<file path="config.mk">
export PLATFORM = sky130hd
export DESIGN_NAME = slvm_top
export DESIGN_NICKNAME = d
export VERILOG_FILES = /design/src/hw/slvm_pkg.sv /design/src/hw/slvm_top.sv
export SDC_FILE = /design/constraint.sdc
export NUM_CORES = 1
export LEC_CHECK = 0
export ABC_CLOCK_PERIOD_IN_PS = 2330
export BUFFER_PORTS_ARGS = -buffer_cell sky130_fd_sc_hd__buf_2
export CAP_MARGIN = 20
export CORE_ASPECT_RATIO = 0.6
export CORE_MARGIN = 2
export CORE_UTILIZATION = 48
export DETAILED_ROUTE_END_ITERATION = 7
export GPL_TIMING_DRIVEN = 1
export PLACE_DENSITY = 0.88
export SLEW_MARGIN = 15
export SYNTH_ARGS = -nofsm -noshare
export SYNTH_HDL_FRONTEND = slang
export SYNTH_SLANG_ARGS = --single-unit
</file>
<file path="constraint.sdc">
create_clock -name clk_sys -period 2.33 [get_ports clk_sys]
set_clock_uncertainty 0.15 [all_clocks]
set_input_delay 0.233 -clock clk_sys [delete_from_list [all_inputs] [get_ports clk_sys]]
set_output_delay 0.233 -clock clk_sys [all_outputs]
set_load 0.05 [all_outputs]
</file>
<file path="src/hw/slvm_pkg.sv">
package slvm_pkg;

   // --------------------------------------------------------------------------
   // Register map, byte addresses on the Wishbone bus
   // --------------------------------------------------------------------------
   localparam logic [3:0] ADDR_CTRL = 4'h0;       // Monitor control and status
   localparam logic [3:0] ADDR_IRQCTL = 4'h4;     // Interrupt flag and enable
   localparam logic [3:0] ADDR_STATUS = 4'h8;     // Sticky event status
   localparam logic [3:0] ADDR_MASK = 4'hc;       // Event mask

   // --------------------------------------------------------------------------
   // Control register field positions
   // --------------------------------------------------------------------------
   localparam int CTRL_DEB_HI = 7;                // Debounce select, top bit
   localparam int CTRL_DEB_LO = 6;                // Debounce select, low bit
   localparam int CTRL_LOWFLAG = 5;               // Read-only comparator flag
   localparam int CTRL_DETEN = 4;                 // Detector enable
   localparam int CTRL_BGBUF = 3;                 // Bandgap buffer enable
   localparam int CTRL_THR_HI = 2;                // Threshold select, top bit

   // Interrupt control register field positions
   localparam int IRQ_FLAG = 5;                   // Low voltage request flag
   localparam int IRQ_EN = 1;                     // Low voltage request enable
   localparam int IRQ_GLOBAL = 0;                 // Global interrupt enable

   // Event bits in status and mask registers
   localparam int EV_LOW = 0;                     // Debounced low voltage seen
   localparam int EV_RISE = 1;                    // Raw flag went high
   localparam int EV_NUM = 2;                     // Number of events

   localparam logic [7:0] RESET_BYTE = 8'h00;     // Power-on value of registers

   // --------------------------------------------------------------------------
   // Debounce codes and their counts of slow clock periods
   // --------------------------------------------------------------------------
   localparam logic [1:0] DEB_SHORT = 2'h0;
   localparam logic [1:0] DEB_MID = 2'h1;
   localparam logic [1:0] DEB_LONG = 2'h2;
   localparam logic [3:0] TICKS_SHORT = 4'h2;     // Gives 1 to 2 periods
   localparam logic [3:0] TICKS_MID = 4'h4;       // Gives 3 to 4 periods
   localparam logic [3:0] TICKS_LONG = 4'h8;      // Gives 7 to 8 periods

   // Slow RC clock period and system clock rate
   localparam int SLOW_PERIOD_NS = 31250;         // 32 kHz nominal
   localparam int SYS_PERIOD_NS = 100;            // 10 MHz system clock
   localparam int SLOW_DIV = SLOW_PERIOD_NS / SYS_PERIOD_NS;

   // Operating modes of the core
   typedef enum logic [1:0]
   {
      MODE_FAST,
      MODE_SLOW,
      MODE_IDLE,
      MODE_SLEEP
   } slvm_mode_t;

   // Analogue control signals grouped for the comparator macro
   typedef struct packed
   {
      logic detOn;                                // Comparator powered
      logic bandgapOn;                            // Bandgap reference powered
      logic bufOn;                                // Bandgap buffer powered
      logic [2:0] threshold;                      // Trip voltage code
   } slvm_ana_t;

endpackage : slvm_pkg

</file>
<file path="src/hw/slvm_top.sv">
`timescale 1ns/100ps
// Contract
// - Enable bit switches detector on/off
// - Three-bit code selects eight trip voltages
// - Read-only flag shows supply below threshold
// - Sleep mode always forces detector off
// - Other modes follow the enable bit
// - Two-bit code selects debounce duration
// - Request flag only after debounced low
// - Request in idle wakes the core, but only while the request flag is clear
// - Bandgap on for detector, brownout, buffer
// - Flag follows comparator without hysteresis
// - Request flag bit5, enable bit1, reset zero
// - Enable gates request; flags still set
module slvm_top
#(
   parameter int SLOW_DIV = slvm_pkg::SLOW_DIV,  // System cycles per slow period
   parameter int TICK_W = 12                     // Width of the divider count
)
(
   input wire logic clk_sys,
   input wire logic rstn,
   // Wishbone classic slave
   input wire logic wb_cyc_i,
   input wire logic wb_stb_i,
   input wire logic wb_we_i,
   input wire logic [3:0] wb_adr_i,
   input wire logic [3:0] wb_sel_i,
   input wire logic [31:0] wb_dat_i,
   output logic [31:0] wb_dat_o,
   output logic wb_ack_o,
   // Core and analogue side
   input wire slvm_pkg::slvm_mode_t coreMode,
   input wire logic brownoutEnable,
   input wire logic comparatorLow,
   output slvm_pkg::slvm_ana_t anaCtrl,
   output logic lvIrqReq,
   output logic idleWake,
   output logic irq
);

   // --------------------------------------------------------------------------
   // Register state
   // --------------------------------------------------------------------------
   logic [7:0] ctrl_q, ctrl_d;                   // Writable control bits
   logic irqFlag_q, irqFlag_d;                   // Low voltage request flag
   logic irqEn_q, irqEn_d;                       // Request enable
   logic globalEn_q, globalEn_d;                 // Global interrupt enable
   logic [1:0] evStat_q, evStat_d;               // Sticky event status
   logic [1:0] evMask_q, evMask_d;               // Event mask
   logic ack_q, ack_d;                           // Bus acknowledge
   logic [31:0] rdat_q, rdat_d;                  // Registered read data
   // Comparator synchroniser and debounce
   logic cmpMeta_q, cmpSync_q;                   // Two-stage synchroniser
   logic lowPrev_q;                              // Previous flag for edge
   logic [TICK_W-1:0] div_q, div_d;              // Slow tick divider
   logic [3:0] deb_q, deb_d;                     // Slow ticks spent low
   logic fired_q, fired_d;                       // Request already raised
   logic slowTick;                               // One-cycle slow clock enable
   logic detOn;                                  // Detector effectively on
   logic lowFlag;                                // Flag visible to software
   logic [3:0] debTarget;                        // Ticks needed before request
   logic debDone;                                // Debounced low reached
   logic busWr, busRd;                           // Accepted bus cycle

   // --------------------------------------------------------------------------
   // Detector power and analogue control
   // --------------------------------------------------------------------------
   always_comb
   begin
      // Sleep wins over the enable bit to save current
      detOn = ctrl_q[slvm_pkg::CTRL_DETEN] &&
              (coreMode != slvm_pkg::MODE_SLEEP);
      anaCtrl.detOn = detOn;
      anaCtrl.bufOn = ctrl_q[slvm_pkg::CTRL_BGBUF];
      anaCtrl.bandgapOn = detOn || brownoutEnable ||
                          ctrl_q[slvm_pkg::CTRL_BGBUF];
      anaCtrl.threshold = ctrl_q[slvm_pkg::CTRL_THR_HI:0];
   end

   // --------------------------------------------------------------------------
   // Comparator synchroniser, no filtering so near-threshold chatter shows
   // --------------------------------------------------------------------------
   always_ff @(posedge clk_sys or negedge rstn)
   begin
      if (!rstn)
      begin
         cmpMeta_q <= 1'b0;
         cmpSync_q <= 1'b0;
         lowPrev_q <= 1'b0;
      end
      else
      begin
         cmpMeta_q <= comparatorLow;
         cmpSync_q <= cmpMeta_q;
         lowPrev_q <= lowFlag;
      end
   end

   // Flag reads zero while the detector is off, hence no stale value
   assign lowFlag = cmpSync_q && detOn;

   // --------------------------------------------------------------------------
   // Slow clock divider and debounce counter
   // --------------------------------------------------------------------------
   always_comb
   begin
      // Free-running divider; phase unknown to the low edge gives the range
      slowTick = (div_q == TICK_W'(SLOW_DIV - 1));
      div_d = slowTick ? '0 : div_q + 1'b1;
      // 00 and 11 share the short duration
      if (ctrl_q[slvm_pkg::CTRL_DEB_HI:slvm_pkg::CTRL_DEB_LO] == slvm_pkg::DEB_MID)
      begin
         debTarget = slvm_pkg::TICKS_MID;
      end
      else if (ctrl_q[slvm_pkg::CTRL_DEB_HI:slvm_pkg::CTRL_DEB_LO] == slvm_pkg::DEB_LONG)
      begin
         debTarget = slvm_pkg::TICKS_LONG;
      end
      else
      begin
         debTarget = slvm_pkg::TICKS_SHORT;
      end
      debDone = (deb_q >= debTarget);
      deb_d = deb_q;
      fired_d = fired_q;
      if (!lowFlag)
      begin
         // Restart whenever the flag drops
         deb_d = '0;
         fired_d = 1'b0;
      end
      else if (slowTick && !debDone)
      begin
         deb_d = deb_q + 1'b1;
      end
      if (lowFlag && debDone)
      begin
         fired_d = 1'b1;
      end
   end

   always_ff @(posedge clk_sys or negedge rstn)
   begin
      if (!rstn)
      begin
         div_q <= '0;
         deb_q <= '0;
         fired_q <= 1'b0;
      end
      else
      begin
         div_q <= div_d;
         deb_q <= deb_d;
         fired_q <= fired_d;
      end
   end

   // --------------------------------------------------------------------------
   // Bus decode and register next values
   // --------------------------------------------------------------------------
   assign busWr = wb_cyc_i && wb_stb_i && wb_we_i && !ack_q && wb_sel_i[0];
   assign busRd = wb_cyc_i && wb_stb_i && !wb_we_i && !ack_q;

   always_comb
   begin
      logic rise;
      logic reqEvt;
      rise = lowFlag && !lowPrev_q;
      // One pulse per debounced low episode
      reqEvt = lowFlag && debDone && !fired_q;
      ctrl_d = ctrl_q;
      irqFlag_d = irqFlag_q;
      irqEn_d = irqEn_q;
      globalEn_d = globalEn_q;
      evStat_d = evStat_q;
      evMask_d = evMask_q;
      ack_d = wb_cyc_i && wb_stb_i && !ack_q;
      rdat_d = '0;
      if (busWr && wb_adr_i == slvm_pkg::ADDR_CTRL)
      begin
         // Flag bit is read-only and stays out of storage
         ctrl_d = wb_dat_i[7:0] & ~(8'h01 << slvm_pkg::CTRL_LOWFLAG);
      end
      else if (busWr && wb_adr_i == slvm_pkg::ADDR_IRQCTL)
      begin
         irqFlag_d = wb_dat_i[slvm_pkg::IRQ_FLAG];
         irqEn_d = wb_dat_i[slvm_pkg::IRQ_EN];
         globalEn_d = wb_dat_i[slvm_pkg::IRQ_GLOBAL];
      end
      else if (busWr && wb_adr_i == slvm_pkg::ADDR_STATUS)
      begin
         evStat_d = evStat_q & ~wb_dat_i[1:0];      // Write one to clear
      end
      else if (busWr && wb_adr_i == slvm_pkg::ADDR_MASK)
      begin
         evMask_d = wb_dat_i[1:0];
      end
      // Hardware set wins over a same-cycle clear
      if (reqEvt)
      begin
         irqFlag_d = 1'b1;
         evStat_d[slvm_pkg::EV_LOW] = 1'b1;
      end
      if (rise)
      begin
         evStat_d[slvm_pkg::EV_RISE] = 1'b1;
      end
      // Read mux; unmapped addresses read zero but still acknowledge
      if (busRd && wb_adr_i == slvm_pkg::ADDR_CTRL)
      begin
         rdat_d[7:0] = ctrl_q;
         rdat_d[slvm_pkg::CTRL_LOWFLAG] = lowFlag;
      end
      else if (busRd && wb_adr_i == slvm_pkg::ADDR_IRQCTL)
      begin
         rdat_d[slvm_pkg::IRQ_FLAG] = irqFlag_q;
         rdat_d[slvm_pkg::IRQ_EN] = irqEn_q;
         rdat_d[slvm_pkg::IRQ_GLOBAL] = globalEn_q;
      end
      else if (busRd && wb_adr_i == slvm_pkg::ADDR_STATUS)
      begin
         rdat_d[1:0] = evStat_q;
      end
      else if (busRd && wb_adr_i == slvm_pkg::ADDR_MASK)
      begin
         rdat_d[1:0] = evMask_q;
      end
   end

   always_ff @(posedge clk_sys or negedge rstn)
   begin
      if (!rstn)
      begin
         ctrl_q <= slvm_pkg::RESET_BYTE;
         irqFlag_q <= 1'b0;
         irqEn_q <= 1'b0;
         globalEn_q <= 1'b0;
         evStat_q <= '0;
         evMask_q <= '0;
         ack_q <= 1'b0;
         rdat_q <= '0;
      end
      else
      begin
         ctrl_q <= ctrl_d;
         irqFlag_q <= irqFlag_d;
         irqEn_q <= irqEn_d;
         globalEn_q <= globalEn_d;
         evStat_q <= evStat_d;
         evMask_q <= evMask_d;
         ack_q <= ack_d;
         rdat_q <= rdat_d;
      end
   end

   // --------------------------------------------------------------------------
   // Outputs
   // --------------------------------------------------------------------------
   assign wb_ack_o = ack_q;
   assign wb_dat_o = rdat_q;
   // Enable gates the vector request; the flag itself sets regardless
   assign lvIrqReq = irqFlag_q && irqEn_q && globalEn_q;
   logic reqEvt_w;                                // Wake source, set cause but only while the request flag is clear
   assign reqEvt_w = lowFlag && debDone && !fired_q && !irqFlag_q;
   // Presetting the flag before idle blocks a new wake edge
   assign idleWake = reqEvt_w && (coreMode == slvm_pkg::MODE_IDLE);
   assign irq = |(evStat_q & evMask_q);


   // --------------------------------------------------------------------------
   // Assertions
   // --------------------------------------------------------------------------
   a_sleep_forces_off: assert property (@(posedge clk_sys) disable iff (!rstn)
      (coreMode == slvm_pkg::MODE_SLEEP) |-> !anaCtrl.detOn)
      else $error("detector on during sleep");
   a_mode_follows_en: assert property (@(posedge clk_sys) disable iff (!rstn)
      (coreMode != slvm_pkg::MODE_SLEEP) |->
      (anaCtrl.detOn == ctrl_q[slvm_pkg::CTRL_DETEN]))
      else $error("detector does not follow enable");
   a_bandgap_on: assert property (@(posedge clk_sys) disable iff (!rstn)
      (anaCtrl.detOn || brownoutEnable || ctrl_q[slvm_pkg::CTRL_BGBUF]) |-> anaCtrl.bandgapOn)
      else $error("bandgap off while needed");
   a_flag_debounced: assert property (@(posedge clk_sys) disable iff (!rstn)
      $rose(irqFlag_q) && !$past(busWr) |-> $past(lowFlag) && $past(debDone))
      else $error("request flag set without debounce");
   a_flag_sticky: assert property (@(posedge clk_sys) disable iff (!rstn)
      irqFlag_q && !busWr |=> irqFlag_q)
      else $error("request flag dropped without write");
   a_gate_request: assert property (@(posedge clk_sys) disable iff (!rstn)
      lvIrqReq |-> irqEn_q && globalEn_q)
      else $error("request without enables");
   a_deb_restart: assert property (@(posedge clk_sys) disable iff (!rstn)
      !lowFlag |=> deb_q == 4'h0)
      else $error("debounce count not restarted");
   a_thr_follow: assert property (@(posedge clk_sys) disable iff (!rstn)
      anaCtrl.threshold == ctrl_q[slvm_pkg::CTRL_THR_HI:0])
      else $error("threshold code mismatch");
   a_ack_one: assert property (@(posedge clk_sys) disable iff (!rstn)
      wb_ack_o |=> !wb_ack_o)
      else $error("ack held two cycles");

endmodule : slvm_top

</file>
==> flow_summary.json <==
{
  "status": "completed",
  "endpoint_kind": "output pin",
  "wl_met2_um": 2053,
  "synth.distinct_cells": 42,
  "synth_edf_count": 0,
  "final_core_util_pct": 58.65,
  "crit_top_cell": "ha_4",
  "finalHoldViolations": 0,
  "numPortBuffers": 39,
  "drt_iter0_drc": 108,
  "slew_viol_final": 0,
  "core.rowCount": 19,
  "netSwitchingPower_w": 0.0005204,
  "min_path_type": "input port to flop",
  "htree_levels": 2,
  "peakVddDrop_v": 0.0002917,
  "num-nets-final": 308,
  "final_antenna_net_count": 0,
  "wl_met3_um": 262,
  "crit_slowest_cell": "dfrtp_1",
  "clkLatencyLatePin_ns": 0.30,
  "netlist_instances": 201,
  "ys_ff_latch": 43,
  "cp_top_family": "adder cells",
  "wl_per_cell_um": 13.95,
  "max_cap_violations": 0,
  "antenna_found_initial": 0,
  "avgSynthCellArea_um2": 10.96,
  "clkPwrFrac_pct": 26.5,
  "fin_ws_ns": 0.03304,
  "ys_seq_area_share_pct": 48.84,
  "top_layer_used": "met4",
  "ys_top_cells_by_count": "dfrtp_1 (43), buf_4 (29), nand2_1 (12), inv_1 (11), nor2_1 (11)",
  "io_pins": 91,
  "cts_tree": "yes",
  "root_buffer": "clkbuf_8",
  "start_util_pct": 49.04,
  "synth_top_area_share_pct": 48.84,
  "grt_pass1_wl_um": 7438,
  "crit_chain": "ha_4, ha_4, nand2b_4, a31oi_4, nor2_4, nor4_4, buf_6",
  "synthTopCellsByArea": "dfrtp_1 (49%), buf_4 (9.9%), mux2_2 (4.6%), ha_1 (4.0%), mux4_1 (2.4%)",
  "post-route-cell-area_um2": 2635,
  "critical_path_class": "flop to output pin",
  "worst-path-buf-inv": 1,
  "grt_use_total_pct": 18.72,
  "grt_pass1_vias": 1583,
  "worstPathArrival_ns": 1.91,
  "p_leak_nw": 1.281,
  "syn_area_um2": 2203,
  "cts_buffers": 5,
  "combPwrFrac_pct": 24.2,
  "cts_sinks": 43,
  "viasPerCell": 4.939,
  "clock_path_buffers": 2,
  "required_ns": 1.95,
  "setup_tns_ns": 0,
  "tightest_slew_ns": 0.5397,
  "synth_top_area_cell": "dfrtp_1",
  "gp_congestion": 0.7777,
  "drive_gt1_share_pct": 32.27,
  "worstPathMaxFanout": 2,
  "crit_path_start_kind": "flop",
  "power.internal_w": 0.001120,
  "die_h_um": 56.48,
  "ys.flop_type": "dfrtp_1",
  "power_w": 0.001640,
  "overflow": 0,
  "slowest_delay_ns": 0.43,
  "coreArea_um2": 4493,
  "swShare_pct": 31.72,
  "drt-pass1-iter-count": 4,
  "synth_async_sr_flop_share_pct": 100.0,
  "rsz0062_at_grt": "yes",
  "yosysWarnings": 0,
  "seqPwrFrac_pct": 49.3,
  "met1_length_um": 2007,
  "power_density_nw_per_um2": 622.6,
  "dieArea_um2": 5166,
  "grt_max_degree": 29,
  "slew_headroom_pct": 63.75,
  "placed_area_um2": 2397,
  "area_delta_synth_final_pct": 19.59,
  "post-route-drc-count": 0,
  "period_needed_ns": 2.297,
  "post-place-ws_ns": 0.02339,
  "diodes": 0,
  "max_freq_ghz": 0.4354,
  "yosysMostFrequentCell": "dfrtp_1",
  "hpwl_um": 3083,
  "setup_viol": 0,
  "drt_wl_total_um": 4379,
  "die_w_um": 91.47,
  "vias": 1551,
  "clk_pin_slew_ns": 0.08,
  "fin_crit_sh_pct": 98.58
}
[flip-flops by register name, indices dropped and copies added, names as in the netlist, 2 cells and up]
signal	cells
ctrl_q	7
wb_dat_o	8
evMask_q	2
deb_q	4
evStat_q	2
div_q	12
[final timing paths]
check | startpoint | to | slack (ns) | cells after the start
setup reg to reg | ctrl_q[6] | deb_q[3] | 0.11 | 9
max in group asynchronous | rstn | lowPrev_q | 1.13 | 3
min in group asynchronous | rstn | div_q[8] | 0.22 | 2
hold reg to reg | cmpMeta_q | cmpSync_q | 0.20 | 0
hold / removal | wb_dat_i[5] | irqFlag_q | 0.009 | 3
setup / recovery | ctrl_q[7] | idleWake | 0.03 | 7
[cells by family (layout without fill, tap and decap cells)]
kind of cell	after synthesis	count (layout)	share of synthesized area, %
simple gates	67	67	17.94
fa+ha+maj	7	7	3.975
buf+inv	42	69	12.15
other cells	1	24	0.1702
mux	12	12	7.439
xor+xnor	9	9	3.577
compound gates	20	20	5.906
flops	43	43	48.84
[placed cells by master, fill, tap and decap left out, types with 2 or more instances in the layout]
cell type,n
inv_1,7
buf_2,38
nor2b_1,3
xor2_1,4
dlygate4sd3_1,4
nand4_1,2
nor4_4,2
mux4_1,2
nand2_1,12
dfrtp_1,43
ha_1,2
and2_1,3
nor3_1,7
buf_4,9
nor2_1,10
o21a_1,3
nand3_1,6
o21ai_0,4
o31ai_1,3
clkbuf_8,5
a21oi_1,4
ha_4,5
or3_1,4
inv_2,4
or4_1,2
conb_1,24
mux2_2,9
xnor2_1,5
and3_1,5
[area by class of cell]
type                       count  area (um2)
timing repair buffer          52       309.0
tap                           63       78.83
multi-input combinational    139        1057
inverter                      11       41.29
fill                         375        1858
clock buffer                   6       72.57
sequential                    43        1076
[power groups by stage]
| stage | Combinational [W] | Clock (W) | Sequential, W |
|---|---|---|---|
| floorplan | 0.000278 | 0 | 0.000818 |
| global placement | 0.000315 | 0 | 0.000821 |
| detailed placement | 0.000322 | 0 | 0.000821 |
| CTS | 0.000395 | 0.000441 | 0.000808 |
| global route | 0.000426 | 0.000480 | 0.000814 |
| finish | 0.000397 | 0.000435 | 0.000809 |
[worst reg2reg max path, stage by stage (launching register included)]
cell and delay [ns]:
dfrtp_1 0.40, buf_4 0.15, ha_4 0.15, inv_2 0.06
ha_4 0.19, o21ai_2 0.16, a31oi_4 0.06, buf_4 0.16
or4_1 0.49, a21oi_1 0.16
[stage by stage]
step | hold slack, ns | instances
finish | 0.009418 | 314
global route | 0.02958 | 314
CTS | 0.01203 | 314
detailed placement | 0.01308 | 299
global placement | 0.01127 | 299
floorplan | -0.2126 | 224
[timing repair]
item	4_1_cts	5_1_grt
endpoints found under the hold margin	18	0
endpoints found under the setup margin	1	1
pin swaps	4	5
setup buffers	5	0
gates resized for setup	17	1
hold buffers	4	0
[routing by layer]
layer / vias to the layer above / GRT usage [%]
met2: 49 / 27.42
met5: - / 0
met1: 752 / 24.85
met3: 7 / 6.040
met4: 0 / 9.957
li1: 743 / -
Note: power is estimated with default switching activity, not from simulation.
